`src/odc_defines.svh`:
```
/*
 Constants of the output driver configuration bank: register indices and byte
 addresses, field positions, reset values, write masks and decode figures.
 Assumes nothing; it is included by the package and by the top module.
*/
`ifndef ODC_DEFINES_SVH
`define ODC_DEFINES_SVH

// ---------------------------------------------------------------
// register indices and byte addresses (index times four)
// ---------------------------------------------------------------
`define ODC_IDX_OUT0 8'h1f
`define ODC_IDX_OUT1 8'h20
`define ODC_ADDR_OUT0 ({22'h000000, `ODC_IDX_OUT0, 2'h0})
`define ODC_ADDR_OUT1 ({22'h000000, `ODC_IDX_OUT1, 2'h0})

// ---------------------------------------------------------------
// field positions
// ---------------------------------------------------------------
`define ODC_RSV_HI_BIT 7
`define ODC_SEL_HI 6
`define ODC_SEL_LO 5
`define ODC_M1_HI 4
`define ODC_M1_LO 3
`define ODC_M2_HI 2
`define ODC_M2_LO 1
`define ODC_RSV_LO_BIT 0

// ---------------------------------------------------------------
// reset values and write masks
// ---------------------------------------------------------------
`define ODC_RST_SEL 2'h1
`define ODC_RST_M1 2'h2
`define ODC_RST_M2 2'h0
`define ODC_RST_OUT0 8'hb0
`define ODC_RST_OUT1 8'h30
`define ODC_WMASK_OUT0 8'hfe
`define ODC_WMASK_OUT1 8'h7e

// ---------------------------------------------------------------
// decode figures and bus codes
// ---------------------------------------------------------------
`define ODC_MA_4 5'h04
`define ODC_MA_6 5'h06
`define ODC_MA_8 5'h08
`define ODC_MA_16 5'h10
`define ODC_OHM_50 8'h32
`define ODC_OHM_100 8'h64
`define ODC_OHM_200 8'hc8
`define ODC_HTRANS_NONSEQ 2'h2
`define ODC_HRESP_OKAY 1'h0

`endif

```
`src/odc_pkg.sv`:
```
/*
 Types and decode functions of the output driver configuration bank.
 Assumes the constants header is on the include path.
*/
`include "odc_defines.svh"

package odc_pkg;

   // ---------------------------------------------------------------
   // types
   // ---------------------------------------------------------------
   typedef enum logic [1:0] {
      ODC_FMT_OFF = 2'b00,
      ODC_FMT_AC_DIFF = 2'b01,
      ODC_FMT_HCSL = 2'b10,
      ODC_FMT_CMOS = 2'b11
   } odc_format_t;

   // one single-ended leg in cmos format
   typedef struct packed {
      logic powered;
      logic drive_en;
      logic invert;
   } odc_leg_t;

   typedef struct packed {
      odc_format_t fmt;
      logic [4:0] tail_ma;
      logic [7:0] load_ohm;
      odc_leg_t leg_p;
      odc_leg_t leg_n;
   } odc_drive_t;

   // ---------------------------------------------------------------
   // decode functions
   // ---------------------------------------------------------------
   // tail current only exists in the two differential formats
   function automatic logic [4:0] odc_tail_ma(odc_format_t f, logic [1:0] m1);
      logic [4:0] ma;
      ma = 5'h00;
      if (f == ODC_FMT_AC_DIFF || f == ODC_FMT_HCSL) begin
         case (m1)
            2'h0: ma = `ODC_MA_4;
            2'h1: ma = `ODC_MA_6;
            2'h2: ma = `ODC_MA_8;
            default: ma = (f == ODC_FMT_HCSL) ? `ODC_MA_16 : `ODC_MA_8;
         endcase
      end
      return ma;
   endfunction

   // zero stands for a tristated load
   function automatic logic [7:0] odc_load_ohm(odc_format_t f, logic [1:0] m2);
      logic [7:0] ohm;
      ohm = 8'h00;
      if (f == ODC_FMT_HCSL) begin
         case (m2)
            2'h1: ohm = `ODC_OHM_50;
            2'h2: ohm = `ODC_OHM_100;
            2'h3: ohm = `ODC_OHM_200;
            default: ohm = 8'h00;
         endcase
      end
      return ohm;
   endfunction

   // same four codes for both legs; off unless the format is cmos
   function automatic odc_leg_t odc_leg(odc_format_t f, logic [1:0] m);
      odc_leg_t leg;
      leg = '0;
      if (f == ODC_FMT_CMOS) begin
         leg.powered = m[1];
         leg.drive_en = (m != 2'h0);
         leg.invert = (m == 2'h2);
      end
      return leg;
   endfunction

endpackage

```
`src/odc_cfg_if.sv`:
```
/*
 Field carrier from a channel register to its driver decoder.
 Assumes both ends run on the same clock.
*/
`timescale 1ns/1ps
`default_nettype none

interface odc_cfg_if;
   logic [1:0] fmt;
   logic [1:0] mode1;
   logic [1:0] mode2;
   modport src (output fmt, output mode1, output mode2);
   modport dst (input fmt, input mode1, input mode2);
endinterface

`default_nettype wire

```
`src/odc_chan_reg.sv`:
```
/*
 One 8-bit channel control register with a write mask; bits outside the mask
 hold their reset value, which must be zero there.
 Assumes write and restore strobes come from logic on the same clock.
*/
`timescale 1ns/1ps
`default_nettype none

module odc_chan_reg #(
   parameter logic [7:0] RESET_VAL = 8'h00,
   parameter logic [7:0] WR_MASK = 8'hff
) (
   // clock and reset
   input wire logic hclk,
   input wire logic hresetn,
   // update strobes
   input wire logic wr_en,
   input wire logic [7:0] wr_data,
   input wire logic restore,
   input wire logic [7:0] restore_data,
   // register state
   output logic [7:0] q,
   output logic [7:0] next_q
);
   import odc_pkg::*;

   // ---------------------------------------------------------------
   // elaboration check
   // ---------------------------------------------------------------
   if ((RESET_VAL & ~WR_MASK) != 8'h00) begin : g_bad_mask
      $error("odc_chan_reg: reset value sets bits outside the write mask");
   end

   // ---------------------------------------------------------------
   // next value: bus write beats a restore in the same cycle
   // ---------------------------------------------------------------
   always_comb begin
      next_q = q;
      if (wr_en) begin
         next_q = (q & ~WR_MASK) | (wr_data & WR_MASK);
      end else if (restore) begin
         next_q = (q & ~WR_MASK) | (restore_data & WR_MASK);
      end
   end

   // register
   always_ff @(posedge hclk or negedge hresetn) begin
      if (!hresetn) begin
         q <= RESET_VAL;
      end else begin
         q <= next_q;
      end
   end

endmodule

`default_nettype wire

```
`src/odc_drv_decode.sv`:
```
/*
 Registered decode of one channel's fields into driver settings.
 Assumes the fields arrive from a register on the same clock.
*/
`timescale 1ns/1ps
`default_nettype none

module odc_drv_decode (
   // clock and reset
   input wire logic hclk,
   input wire logic hresetn,
   // fields in
   odc_cfg_if.dst cfg,
   // driver settings
   output odc_pkg::odc_drive_t drv
);
   import odc_pkg::*;

   odc_format_t fmt;
   logic live;
   assign fmt = odc_format_t'(cfg.fmt);

   // checks wait until the decode has loaded once from released registers
   always_ff @(posedge hclk or negedge hresetn) begin
      if (!hresetn) begin
         live <= 1'b0;
      end else begin
         live <= 1'b1;
      end
   end

   // one flop stage so the analog controls never see decode glitches
   always_ff @(posedge hclk or negedge hresetn) begin
      if (!hresetn) begin
         drv <= '0;
      end else begin
         drv.fmt <= fmt;
         drv.tail_ma <= odc_tail_ma(fmt, cfg.mode1);
         drv.load_ohm <= odc_load_ohm(fmt, cfg.mode2);
         drv.leg_p <= odc_leg(fmt, cfg.mode1);
         drv.leg_n <= odc_leg(fmt, cfg.mode2);
      end
   end
endmodule

`default_nettype wire

```
`src/odc_out_driver_regs.sv`:
```
/*
 Output driver configuration bank for channels 0 and 1: two control
 registers on an AHB-Lite slave, a nonvolatile image port and registered
 driver settings for each channel.
 Assumes a single AHB-Lite master doing word transfers, and a nonvolatile
 store on the same clock that restores the image with a one-cycle strobe.
*/
// Added by the designer: register access over AHB-Lite.
`timescale 1ns/1ps
`default_nettype none
`include "odc_defines.svh"

module odc_out_driver_regs (
   // clock and reset
   input wire logic hclk,
   input wire logic hresetn,
   // ahb-lite slave
   input wire logic hsel,
   input wire logic [31:0] haddr,
   input wire logic [1:0] htrans,
   input wire logic hwrite,
   input wire logic [2:0] hsize,
   input wire logic [31:0] hwdata,
   input wire logic hready,
   output logic [31:0] hrdata,
   output logic hreadyout,
   output logic hresp,
   // nonvolatile image
   input wire logic nv_restore,
   input wire logic [1:0][7:0] nv_image,
   output logic [1:0][7:0] nv_save,
   // driver settings, index is the channel
   output odc_pkg::odc_drive_t [1:0] drv,
   output logic pair_fully_off
);
   import odc_pkg::*;

   localparam logic [31:0] ADDR_OUT0 = `ODC_ADDR_OUT0;
   localparam logic [31:0] ADDR_OUT1 = `ODC_ADDR_OUT1;

   logic dp_write;
   logic dp_read;
   logic [31:0] dp_addr;
   logic [1:0][7:0] ctl;
   logic [1:0][7:0] next_ctl;
   logic [1:0] wr_hit;
   logic addr_take;
   logic seen_clock;

   // ---------------------------------------------------------------
   // address decode
   // ---------------------------------------------------------------
   // full 32-bit compare so no alias of the bank appears elsewhere
   function automatic logic [1:0] reg_hit(logic [31:0] a);
      return {a == ADDR_OUT1, a == ADDR_OUT0};
   endfunction

   // read mux; unmapped words read as zero
   function automatic logic [31:0] reg_read(logic [31:0] a, logic [1:0][7:0] r);
      logic [1:0] h;
      logic [31:0] d;
      h = reg_hit(a);
      d = 32'h00000000;
      if (h[0]) begin
         d = {24'h000000, r[0]};
      end else if (h[1]) begin
         d = {24'h000000, r[1]};
      end
      return d;
   endfunction

   // ---------------------------------------------------------------
   // ahb-lite slave, zero wait states
   // ---------------------------------------------------------------
   assign hreadyout = 1'b1;
   assign hresp = `ODC_HRESP_OKAY;
   // hsize is not checked: every transfer is taken as a whole word
   assign addr_take = hsel && hready && htrans[1];

   // data-phase bookkeeping
   always_ff @(posedge hclk or negedge hresetn) begin
      if (!hresetn) begin
         dp_write <= 1'b0;
         dp_read <= 1'b0;
         dp_addr <= 32'h00000000;
      end else if (hready) begin
         dp_write <= addr_take && hwrite;
         dp_read <= addr_take && !hwrite;
         if (addr_take) begin
            dp_addr <= haddr;
         end
      end
   end

   assign wr_hit = dp_write ? reg_hit(dp_addr) : 2'b00;

   // read data is a flop loaded at the address edge; it reads the value the
   // registers take at that edge, so a write just before is not missed
   always_ff @(posedge hclk or negedge hresetn) begin
      if (!hresetn) begin
         hrdata <= 32'h00000000;
      end else if (addr_take && !hwrite) begin
         hrdata <= reg_read(haddr, next_ctl);
      end
   end

   // ---------------------------------------------------------------
   // channel registers
   // ---------------------------------------------------------------
   // channel 0: bit 7 is a stored writable bit, bit 0 is fixed at zero
   odc_chan_reg #(
      .RESET_VAL(`ODC_RST_OUT0),
      .WR_MASK(`ODC_WMASK_OUT0)
   ) u_out0 (
      .hclk(hclk),
      .hresetn(hresetn),
      .wr_en(wr_hit[0]),
      .wr_data(hwdata[7:0]),
      .restore(nv_restore),
      .restore_data(nv_image[0]),
      .q(ctl[0]),
      .next_q(next_ctl[0])
   );

   // channel 1: bits 7 and 0 are fixed at zero
   odc_chan_reg #(
      .RESET_VAL(`ODC_RST_OUT1),
      .WR_MASK(`ODC_WMASK_OUT1)
   ) u_out1 (
      .hclk(hclk),
      .hresetn(hresetn),
      .wr_en(wr_hit[1]),
      .wr_data(hwdata[7:0]),
      .restore(nv_restore),
      .restore_data(nv_image[1]),
      .q(ctl[1]),
      .next_q(next_ctl[1])
   );

   // the store saves exactly what software sees
   assign nv_save = ctl;

   // ---------------------------------------------------------------
   // driver decode per channel
   // ---------------------------------------------------------------
   for (genvar g = 0; g < 2; g++) begin : g_chan
      odc_cfg_if cfg ();
      assign cfg.fmt = ctl[g][`ODC_SEL_HI:`ODC_SEL_LO];
      assign cfg.mode1 = ctl[g][`ODC_M1_HI:`ODC_M1_LO];
      assign cfg.mode2 = ctl[g][`ODC_M2_HI:`ODC_M2_LO];
      odc_drv_decode u_dec (
         .hclk(hclk),
         .hresetn(hresetn),
         .cfg(cfg),
         .drv(drv[g])
      );
   end

   // the shared path powerdown alone leaves the buffers on; only both
   // formats at zero shut the whole pair down
   always_ff @(posedge hclk or negedge hresetn) begin
      if (!hresetn) begin
         pair_fully_off <= 1'b0;
      end else begin
         pair_fully_off <= (ctl[0][`ODC_SEL_HI:`ODC_SEL_LO] == ODC_FMT_OFF) &&
            (ctl[1][`ODC_SEL_HI:`ODC_SEL_LO] == ODC_FMT_OFF);
      end
   end

   // ---------------------------------------------------------------
   // checks
   // ---------------------------------------------------------------
   // marks the first clock after reset release
   always_ff @(posedge hclk or negedge hresetn) begin
      if (!hresetn) begin
         seen_clock <= 1'b0;
      end else begin
         seen_clock <= 1'b1;
      end
   end
endmodule

`default_nettype wire

```
`config.mk`:
```
export PLATFORM = sky130hd
export DESIGN_NAME = odc_out_driver_regs
export DESIGN_NICKNAME = d
export VERILOG_FILES = /design/src/odc_pkg.sv /design/src/odc_cfg_if.sv /design/src/odc_chan_reg.sv /design/src/odc_drv_decode.sv /design/src/odc_out_driver_regs.sv
export VERILOG_INCLUDE_DIRS = /design/src
export SDC_FILE = /design/constraint.sdc
export NUM_CORES = 1
export LEC_CHECK = 0
export BUFFER_PORTS_ARGS = -buffer_cell sky130_fd_sc_hd__buf_2
export CAP_MARGIN = 20
export CORE_ASPECT_RATIO = 1.25
export CORE_MARGIN = 2
export CORE_UTILIZATION = 51
export DETAILED_ROUTE_END_ITERATION = 12
export PLACE_DENSITY = 0.86
export RECOVER_POWER = 100
export SYNTH_ARGS = -nofsm -noshare
export SYNTH_HDL_FRONTEND = slang
export SYNTH_SLANG_ARGS = --single-unit
```
`constraint.sdc`:
```
create_clock -name hclk -period 3.3 [get_ports hclk]
set_input_delay 0.66 -clock hclk [delete_from_list [all_inputs] [get_ports hclk]]
set_output_delay 0.66 -clock hclk [all_outputs]
set_load 0.02 [all_outputs]
```
# --- Word level (Yosys, flattened, before mapping) ---
# Cells that the tools add are included.
totals:
  ff_bits: 124
  input_bits: 91
  out_inout_bits: 93
  elab_cells: 86
classes:
  n_eq_ne: 20
  n_mux: 21
  bitwise: 4
  reduce_logical: 17
ops:
  columns: ["op", "count"]
  rows:
  - ["$eq A32 B7 Y1 const B", 2]
  - ["$eq A32 B8 Y1 const B", 2]
  - ["$mux W8", 8]
  - ["$pmux W8 S3", 2]
  - ["$pmux W5 S3", 2]
  - ["$eq A2 B2 Y1 const B", 10]
  - ["$mux W5", 4]
  - ["$or A1 B8 Y8", 2]
  - ["$or A8 B7 Y8", 2]
  - ["$eq A2 B1 Y1 const B", 6]
  - ["$mux W3", 4]
  - ["$logic_not A2 Y1", 4]
  - ["$reduce_bool A2 Y1", 4]
  - ["$logic_and A1 B1 Y1", 5]
  - ["$logic_or A1 B1 Y1", 2]
  - ["$mux W2", 1]
  - ["$reduce_and A2 Y1", 1]
  - ["$logic_not A1 Y1", 1]

# --- Logic depth before layout (Yosys ltp) ---
# Gate-level depths: netlist of run 1.
depth:
  word_depth: 5
  mapped_depth: 7

# --- Cells and area by module ---
# A second synthesis of run 1 with hierarchy kept.
unflattened:
  cells_unflattened: 320
  area_unflattened_um2: 4038.9
modules_own_cells:
  columns: ["module", "n_inst", "cells_per_inst", "area_each_um2"]
  rows:
  - ["odc_out_driver_regs", 1, 156, 2011.9]
  - ["odc_drv_decode", 2, 50, 681.9]
  - ["odc_chan_reg (u_out0)", 1, 33, 347.8]
  - ["odc_chan_reg (u_out1)", 1, 31, 315.3]

# --- Worst setup path after synthesis of run 1 ---
# OpenSTA, ideal clock, no wires.
synth_path:
  path_kind: "input to register"
  startpoint: "input htrans[1]"
  endpoint: "register hrdata[6]"
  setup_time_ps: 88
  arrival_ps: 1823
  path_slack_ps: 1389
  cell_stages: 6
  path_buffers: 1
  cell_sequence: "nand3_2 -> nand2b_1 -> buf_4 -> nor4_2 -> o211ai_1 -> o211ai_1"
synth_via:
  elab_chain_cells: 2
synth_rtl:
  columns: ["item", "line", "rtl"]
  rows:
  - ["start: declaration", "odc_out_driver_regs.sv:20", "input wire logic [1:0] htrans,"]
  - ["$logic_and A1 B1 Y1", "odc_out_driver_regs.sv:78", "assign addr_take = hsel && hready && htrans[1];"]
  - ["$logic_and A1 B1 Y1", "odc_out_driver_regs.sv:102", "end else if (addr_take && !hwrite) begin"]
  - ["end signal: assignment", "odc_out_driver_regs.sv:103", "hrdata <= reg_read(haddr, next_ctl);"]
  - ["end: declaration", "odc_out_driver_regs.sv:25", "output logic [31:0] hrdata,"]
# Every way passes these cells.
# A chain may end at the register's enable or synchronous reset.

==> results of run 1 <==
state kept, by name, summed over array words and instances (netlist names):
register,count
hrdata,8
u_out1.q,6
g_chan.u_dec.drv,34
dp_write,1
dp_addr,32
pair_fully_off,1
u_out0.q,7
metrics by stage:
stage                     std cells  setup slack [ns]  instance area [um2]
after floorplan                 360             1.389                 4170
after global routing            544            0.8554                 4723
final                           544             1.039                 4723
after global placement          527            0.9282                 4557
after detailed placement        527            0.8924                 4557
after CTS                       543             1.067                 4786
placed cells by master, fill, tap and decap left out, types with 2 or more instances in the layout:
master     count
clkbuf_8      10
ha_1          16
nand2_1       16
dfstp_2        2
a21oi_1        2
inv_1         16
dfrtp_1       84
dfstp_1        3
mux2i_1        7
clkbuf_1      61
nand3_1        3
o21ai_0        9
mux2_2        36
bufinv_16      2
o21a_1        10
buf_2         58
nor3_1         2
nor4_1        12
nor2b_1        6
and2_1         9
nand4b_1       7
nand4_1        3
o211ai_1      12
and2_0         9
and3_1         5
conb_1        33
layout make-up:
cell class                 count  area, um2  area share (%)
clock buffer                  11      141.4           2.993
clock inverter                 5      87.58           1.854
inverter                      16      60.06           1.272
multi-input combinational    208       1539           32.58
sequential                    89       2233           47.28
tap                           95      118.9           2.517
timing repair buffer         120      543.0           11.50
metal layers:
metal / vias to the layer above / part of all wire, %
met5: - / 0
met3: 11 / 8.4
li1: 1294 / -
met1: 1325 / 40
met2: 106 / 50
met4: 0 / 1.5
cell families (layout without fill, tap and decap cells):
| kind of cell | count (synthesis) | count (layout) | share of synthesized area, % |
|---|---|---|---|
| muxes | 43 | 43 | 11.73 |
| other | 2 | 33 | 0.1853 |
| AOI/OAI and AO/OA | 35 | 35 | 5.803 |
| and+or+nand+nor | 81 | 81 | 12.56 |
| DFF | 89 | 89 | 55.09 |
| adders and majority gates | 16 | 16 | 4.938 |
| buffers and inverters | 63 | 152 | 9.691 |
where the power goes:
group / total [mW] / switching [mW] / leakage, nW / internal [mW]
clock network: 0.839 / 0.385 / 0.112 / 0.454
logic: 0.382 / 0.230 / 0.995 / 0.152
registers: 1.28 / 0.0726 / 1.12 / 1.21
worst max path at each step:
stage | cells after the start | start | slack (ns) | endpoint
2_1_floorplan | 6 | htrans[1] | 1.39 | hrdata[6]
3_3_place_gp | 6 | haddr[27] | 0.93 | hrdata[1]
3_5_place_dp | 6 | haddr[16] | 0.89 | hrdata[1]
4_1_cts | 5 | dp_addr[24] | 1.07 | hrdata[7]
5_1_grt | 5 | dp_addr[24] | 0.86 | hrdata[7]
6_report | 5 | dp_addr[24] | 1.04 | hrdata[7]
critical path, stage by stage, from the launching register on:
cell     delay (ns)
dfrtp_1        0.39
nor4_1         0.36
and4_1         0.43
and3_1         0.51
o21ai_0        0.23
a22o_1         0.23
==> out/qor.csv, run 1 <==
metric,value,unit
syn_avg_cell_area,12.32,um2
finalWirelength,8266,um
gr-usage-met3,6.853,%
fin_util,60.97,%
start_util,52.33,%
die_w,83.75,um
max_cap_viol_count,1,
fillers,681,
area_growth,16.51,%
post_cts_resized,0,
fin_nets,551,
die_area,0.008683,mm2
p_per_area,530.7,mW/mm2
drive_gt1_share,25.84,%
reg2reg_depth,5,
grt_use_met1,22.99,%
cts_setup_buffers,0,
synth_common_cells,"dfrtp_1, buf_4, mux2_2",
setup-tns-final,0,ns
postRouteAntennaNets,0,
ys.warnings.count,0,
drv_slew,34,
setup_viol,0,
post-dp-hpwl,6198,um
avgViaCountPerCell,5.029,
drt_iter0_markers,102,
ys_ff_latch,89,
io_buffers,118,
ys_types,37,
whs,0.2973,ns
htreeDepth,3,
reg2reg_to,hrdata[7],
end_kind,flop,
ys.flop_type,dfrtp_1,
synthCells,329,
synth_edf_count,0,
pin_count,184,
route.detailed.drc,0,
async_flop_share,100.0,%
critPathLaunchType,flop,
cts_buffer_depth,2,
finalHoldViolations,0,
grt_pass1_wl,13300,um
grt_remaining_overflow,0,
firstDrtPassIters,4,
violations,"max-capacitance violations, max-slew violations",
fin_crit_sh,68.52,%
finClkSkew,0.01380,ns
cts_made_buffers,9,
wl_per_cell,15.19,um
ys_seq_area_share,55.09,%
clock_latency,0.36,ns
min_path_type,in2async,
row_count,36,
reg2reg_slack,1.04,ns
cts_hold_buf,0,
path_clk_slew,0.10,ns
status,"finished, violations left",
use_met2,32.63,%
track_usage,19.29,%
worstReg2RegStart,dp_addr[24],
gp_congestion,0.7601,
power,2.506,mW
cts.sinks,89,
grt_pass1_vias,2753,
syn_area,0.004054,mm2
fp.dieH,103.7,um
grt_max_degree,90,
tritoncts,done,
max_freq,442.2,MHz
required,3.54,ns
synth_area_leaders,"dfrtp_1, mux2_2, buf_4",
max_slew.worst_pin.slew,1.644,ns
synth.most_common_cell,dfrtp_1,
period_needed,2.261,ns
max-slew-margin-rel,-9.601,%
core_area,0.007747,mm2
critPathKind,reg2reg,
antenna_cells,0,
cp.arrival,2.50,ns
p_leak,2.227,nW
ir_worst_vdd,462.0,uV
grt.busiest_layer,met2,
synth_top_area_cell,dfrtp_1,
clockRootBuffer,clkbuf_8,
cp_max_fo,13,
vias,2736,
rsz0062_at_grt,no,
antenna_found_initial,1,
yosysTopAreaCellShare,51.85,%
Note: power is estimated with default switching activity, not from simulation.
==> run 2, diff against run 1 <==
--- a/config.mk
+++ b/config.mk
@@ -10,9 +10,9 @@
 export CAP_MARGIN = 20
 export CORE_ASPECT_RATIO = 1.25
 export CORE_MARGIN = 2
-export CORE_UTILIZATION = 51
+export CORE_UTILIZATION = 42
 export DETAILED_ROUTE_END_ITERATION = 12
-export PLACE_DENSITY = 0.86
+export PLACE_DENSITY = 0.76
 export RECOVER_POWER = 100
 export SYNTH_ARGS = -nofsm -noshare
 export SYNTH_HDL_FRONTEND = slang
==> constraint.sdc (replaced) <==
create_clock -name hclk -period 2 [get_ports hclk]
set_input_delay 0.4 -clock hclk [delete_from_list [all_inputs] [get_ports hclk]]
set_output_delay 0.4 -clock hclk [all_outputs]
set_load 0.02 [all_outputs]
==> out/qor.csv, run 2 (same netlist as run 1, synthesis figures left out) <==
metric,value,unit,change
io_buffers,118,,unchanged
critPathKind,reg2reg,,
switching_share,26.70,%,-0.76 points
grt_max_degree,40,,-56%
die_area,0.01046,mm2,+20%
clock_latency,0.33,ns,-0.03 ns
dpl-instance-area,0.004696,mm2,+3.0%
core_area,0.009509,mm2,+23%
route.detailed.drc,0,,unchanged
reg2reg_depth,6,,+1
clockRootBuffer,clkbuf_16,,
antenna_cells,0,,unchanged
pin_count,184,,unchanged
reg2reg_slack,0.10,ns,-0.94 ns
fin_area,0.004897,mm2,+3.7%
post-dp-hpwl,6582,um,+6.2%
antenna_found_initial,0,,-1
setup_viol,0,,unchanged
slowest_stage,or4b_1,,
power.share.sequential,47.8,%,-3.5 points
htreeDepth,3,,unchanged
pre_cts_ws,0.07848,ns,-0.8140 ns
worstReg2RegStart,dp_addr[4],,
required,2.20,ns,-1.34 ns
cts_buffer_depth,2,,unchanged
vias,2756,,+0.73%
finalHoldViolations,0,,unchanged
grt_pass1_vias,2796,,+1.6%
max_cap_viol_count,0,,-1
drv_slew,0,,-100%
avgViaCountPerCell,4.719,,-6.2%
final_common_cell,dfrtp_1,,
area_growth,20.80,%,
finalWirelength,8394,um,+1.5%
layout_common_cells,"dfrtp_1, clkbuf_1, buf_2, mux2_2, conb_1",,
finClkSkew,0.007142,ns,-0.006655 ns
critPathLaunchType,flop,,
regMostFlops,g_chan.u_dec.drv,,
track_usage,16.40,%,-2.9 points
grt_pass1_wl,13390,um,+0.72%
p_leak,2.304,nW,+3.5%
pwr-share-comb,14.1,%,-1.2 points
crit_chain,or4b_1 -> nor3_2 -> and3_1 -> buf_12 -> mux2i_1 -> o211ai_1,,
cts_made_buffers,9,,unchanged
p_per_area,907.4,mW/mm2,+71%
drt_iter0_markers,149,,+46%
ir_worst_vdd,500.8,uV,+8.4%
reg2reg_to,hrdata[2],,
drive_gt1_share,27.51,%,+1.7 points
wl_per_cell,14.37,um,-5.4%
max_freq,527.2,MHz,+19%
firstDrtPassIters,5,,+1
start_util,42.63,%,-9.7 points
min_path_type,in2async,,
rsz0062_at_grt,yes,,
end_kind,flop,,
intPower,3.257,mW,+79%
fin_util,51.50,%,-9.5 points
gp_congestion,0.8190,,+7.7%
largest_reg_flops,34,,unchanged
worst_slack,0.1033,ns,-0.9355 ns
max_slew.worst_pin.slew,0.9477,ns,-0.6963 ns
fin_nets,560,,+1.6%
fp.dieH,113.8,um,+9.8%
slowest_delay,0.54,ns,+0.03 ns
path_clk_slew,0.07,ns,-0.03 ns
clkPwrFrac,38.1,%,+4.6 points
cts_setup_buffers,0,,unchanged
max-slew-margin-rel,36.82,%,+46 points
period_needed,1.897,ns,-0.3645 ns
reg_top3,"g_chan.u_dec.drv x34, dp_addr x32, hrdata x8",,
die_w,91.88,um,+9.7%
grt_remaining_overflow,0,,unchanged
tritoncts,done,,
cp.arrival,2.10,ns,-0.40 ns
cts.sinks,89,,unchanged
row_count,40,,+11%
p_sw,1.186,mW,+72%
status,finished clean,,
cp_max_fo,6,,-7
fin_crit_sh,94.84,%,+26 points
postRouteAntennaNets,0,,unchanged
==> run 2: cell types whose count changed in the layout (fill, tap and decap cells not counted), moves of 2 or more <==
cell / delta
clkbuf_2: +3
and2_1: -3
clkinv_2: +2
and2_0: +3
clkbuf_8: -9
clkbuf_16: +9
buf_4: +5
==> run 2: what timing repair did <==
item / 4_1_cts / 5_1_grt
resized for setup: 0 / 1
setup endpoints to repair: 0 / 2
hold buffers: 0 / 0
==> run 2: power by group through the flow <==
| stage | clock network, mW | logic (mW) | registers, mW |
|---|---|---|---|
| final | 1.69 | 0.628 | 2.12 |
| after global routing | 1.83 | 0.696 | 2.15 |
| after CTS | 1.73 | 0.663 | 2.12 |
| after detailed placement | 0 | 0.662 | 2.15 |
| after global placement | 0 | 0.644 | 2.14 |
| after floorplan | 0 | 0.371 | 2.22 |
==> run 2: through the flow <==
step	hold slack (ns)	setup TNS, ns	cells	total power [mW]
floorplan	0.1044	0	360	2.593
global placement	0.3727	0	568	2.787
detailed placement	0.3774	0	568	2.816
CTS	0.01957	0	584	4.519
global route	0.2125	-0.01574	584	4.668
finish	0.1661	0	584	4.444
==> run 2: how the worst max path moves through the flow <==
stage	startpoint	slack, ns	endpoint	depth (start not counted)
2_1_floorplan	dp_addr[4]	0.28	hrdata[1]	6
3_3_place_gp	dp_addr[26]	0.11	hrdata[1]	6
3_5_place_dp	dp_addr[26]	0.08	hrdata[1]	6
4_1_cts	dp_addr[26]	0.08	hrdata[2]	6
5_1_grt	dp_addr[4]	-0.01	hrdata[2]	6
6_report	dp_addr[4]	0.10	hrdata[2]	6
==> run 2: worst max-delay path: cells and delay by family, from the launching register on <==
kind / cells / cell delay (ns)
and+or+nand+nor: 3 / 0.87
DFF: 1 / 0.39
muxes: 1 / 0.24
buffers and inverters: 1 / 0.14
AOI/OAI and AO/OA: 1 / 0.13
==> run 2: per-layer routing <==
layer	GRT usage [%]	vias to the layer above	share of wire (%)
li1	-	1324	-
met2	27.65	109	49
met1	19.57	1316	40
met5	0	-	0
met3	6.011	7	9.4
met4	5.274	0	1.2
==> run 2: final cells by class <==
| cell class | count | area [um2] |
|---|---|---|
| Clock buffer | 10 | 239.0 |
| Inverter | 16 | 60.06 |
| Clock inverter | 6 | 66.31 |
| Sequential cell | 89 | 2233 |
| Tap cell | 126 | 157.7 |
| Timing Repair Buffer | 129 | 598.1 |
| Multi-Input combinational cell | 208 | 1543 |
| Fill cell | 877 | 4612 |
==> run 3, diff against run 2 <==
--- a/config.mk
+++ b/config.mk
@@ -16,4 +16,5 @@
 export RECOVER_POWER = 100
 export SYNTH_ARGS = -nofsm -noshare
 export SYNTH_HDL_FRONTEND = slang
+export SYNTH_HIERARCHICAL = 1
 export SYNTH_SLANG_ARGS = --single-unit
==> constraint.sdc (replaced) <==
create_clock -name hclk -period 2 [get_ports hclk]
set_input_delay 0.4 -clock hclk [delete_from_list [all_inputs] [get_ports hclk]]
set_output_delay 0.4 -clock hclk [all_outputs]
set_load 0.1 [all_outputs]
==> out/qor.csv, run 3 <==
metric,value,unit,change
grt_pass1_wl,13240,um,-1.1%
critPathKind,reg2reg,,
drive_gt1_share,47.81,%,+20 points
layout_common_cells,"dfrtp_1, clkbuf_2, buf_2, conb_1, mux2_2",,
clockRootBuffer,clkbuf_16,,
required,2.22,ns,+0.02 ns
async_flop_share,100.0,%,unchanged
synth_edf_count,0,,unchanged
max_slew.worst_pin.slew,0.8935,ns,-0.05415 ns
start_util,42.47,%,-0.16 points
fp.dieH,113.6,um,-0.18%
ir_worst_vdd,553.5,uV,+11%
syn_area,0.004039,mm2,-0.37%
reg2reg_to,hrdata[6],,
violations,negative setup slack,,
pin_count,184,,unchanged
grt_remaining_overflow,0,,unchanged
regMostFlops,g_chan.u_dec/drv,,
ys.flop_type,dfrtp_1,,
post-dp-hpwl,6283,um,-4.5%
avgViaCountPerCell,4.699,,-0.42%
cp.arrival,2.50,ns,+0.40 ns
ys_ff_latch,89,,unchanged
antenna_cells,0,,unchanged
reg2reg_slack,-0.28,ns,-0.39 ns
io_buffers,118,,unchanged
vias,2735,,-0.76%
synth_common_cells,"dfrtp_1, buf_4, mux2_2",,
finalWirelength,8310,um,-1.0%
worst_slack,-0.2839,ns,-0.3872 ns
setup-tns-final,-2.057,ns,-2.057 ns
fin_nets,558,,-0.36%
worstReg2RegStart,dp_addr[13],,
die_w,91.71,um,-0.18%
die_area,0.01042,mm2,-0.35%
largest_reg_flops,34,,unchanged
wl_per_cell,14.28,um,-0.66%
ys_types,39,,+5.4%
reg_top3,"g_chan.u_dec/drv x34, dp_addr x32, hrdata x8",,
synth_area_leaders,"dfrtp_1, mux2_2, buf_4",,
row_count,40,,unchanged
power,5.333,mW,+20%
max_cap_viol_count,0,,unchanged
reg2reg_depth,9,,+3
syn_avg_cell_area,12.62,um2,+2.4%
postRouteAntennaNets,0,,unchanged
tritoncts,done,,
ys.warnings.count,6,,+6
path_clk_slew,0.06,ns,about the same
final_common_cell,dfrtp_1,,
cts_hold_buf,0,,unchanged
cts_buffer_depth,2,,unchanged
critPathLaunchType,flop,,
fillers,830,,-5.4%
grt_max_degree,38,,-5.0%
min_path_type,in2async,,
grt_pass1_vias,2678,,-4.2%
route.detailed.drc,0,,unchanged
antenna_found_initial,0,,unchanged
max_freq,437.8,MHz,-17%
synth_top_area_cell,dfrtp_1,,
ys_seq_area_share,55.30,%,+0.20 points
drt_iter0_markers,54,,-64%
cts.sinks,89,,unchanged
end_kind,flop,,
rsz0062_at_grt,yes,,
status,"finished, violations left",,
period_needed,2.284,ns,+0.3872 ns
core_area,0.009509,mm2,unchanged
p_per_area,1036,mW/mm2,+14%
finClkSkew,0.003763,ns,-0.003379 ns
track_usage,16.32,%,-0.073 points
cts_made_buffers,9,,unchanged
setup_viol,14,,+14
gp_congestion,0.8365,,+2.1%
clock_latency,0.33,ns,about the same
area_growth,27.45,%,
htreeDepth,3,,unchanged
yosysTopAreaCellShare,52.04,%,+0.19 points
whs,0.1872,ns,+0.02107 ns
firstDrtPassIters,4,,-1
synthCells,320,,-2.7%
max-slew-margin-rel,40.43,%,+3.6 points
fin_crit_sh,114.2,%,+19 points
p_leak,2.615,nW,+13%
cp_max_fo,5,,-1
finalHoldViolations,0,,unchanged
drv_slew,0,,unchanged
synth.most_common_cell,dfrtp_1,,
## run 3: cell types whose count changed after synthesis, moves of 6 or more
cell,before,now
a22o_1,1,16
inv_1,16,10
mux2i_1,7,13
nand4b_1,7,1
o211ai_1,12,0
o21a_1,10,2
o21ai_0,9,0
o21ai_1,0,13
## run 3: area by class of cell
cell class              instances  area [um2]  share of cell area [%]
well taps                     126       157.7                   3.063
clock buffers                  12       246.5                   4.789
clock inverters                 4       52.55                   1.021
multi-input cells             203        1667                   32.38
repair buffers                138       753.2                   14.63
inverters                      10       37.54                  0.7292
flip-flops and latches         89        2233                   43.39
## run 3: cells by family (layout without fill, tap and decap cells)
logic type      after synthesis  in the layout  synth area share [%]
mux                          45             45                 12.14
simple gates                 72             72                 11.18
compound gates               34             34                 6.226
fa+ha+maj                    16             16                 4.957
other cells                   6             36                0.5576
flops                        89             89                 55.30
buf+inv                      58            164                 9.634
## run 3: where the power goes
part	switching (mW)	total (mW)	internal (mW)
Sequential	0.153	2.17	2.02
Combinational	1.19	1.50	0.308
Clock	0.661	1.67	1.00
## run 3: stage by stage
step | setup slack [ns] | std cells | util, % | area [um2]
floorplan | -0.01721 | 350 | - | 4184
global placement | -0.3190 | 558 | 49.18 | 4677
detailed placement | -0.3379 | 558 | 49.18 | 4677
CTS | -0.2273 | 580 | 53.28 | 5066
global route | -0.4052 | 582 | 54.13 | 5147
finish | -0.2839 | 582 | 54.13 | 5147
## run 3: worst max path at each step
stage / slack [ns] / to / startpoint
floorplan: -0.02 / hrdata[5] / dp_addr[15]
CTS: -0.23 / hrdata[6] / dp_addr[13]
global route: -0.41 / hrdata[5] / dp_addr[13]
global placement: -0.32 / hrdata[5] / dp_addr[8]
detailed placement: -0.34 / hrdata[6] / dp_addr[8]
finish: -0.28 / hrdata[6] / dp_addr[13]
## run 3: repair_timing
action / in CTS / in global routing
cloned: 2 / 0
setup buffers: 4 / 6
setup endpoints to repair: 16 / 19
resized for setup: 13 / 28
pin swaps: 12 / 9
## run 3: per-layer routing
metal	vias to the layer above	global-route usage [%]	wire length [um]
met5	-	0	0
met4	0	6.368	164
met3	14	4.822	643
met2	126	26.37	4054
met1	1294	20.79	3447
li1	1301	-	-
## run 3: worst max-delay path, cell delays in order (launching register included)
cell,delay [ns]
dfrtp_1,0.40
nor4_4,0.31
and4_1,0.23
nand4_1,0.17
buf_4,0.21
nor4_4,0.17
buf_4,0.20
o21ai_2,0.07
a22o_1,0.21
a22o_1,0.20
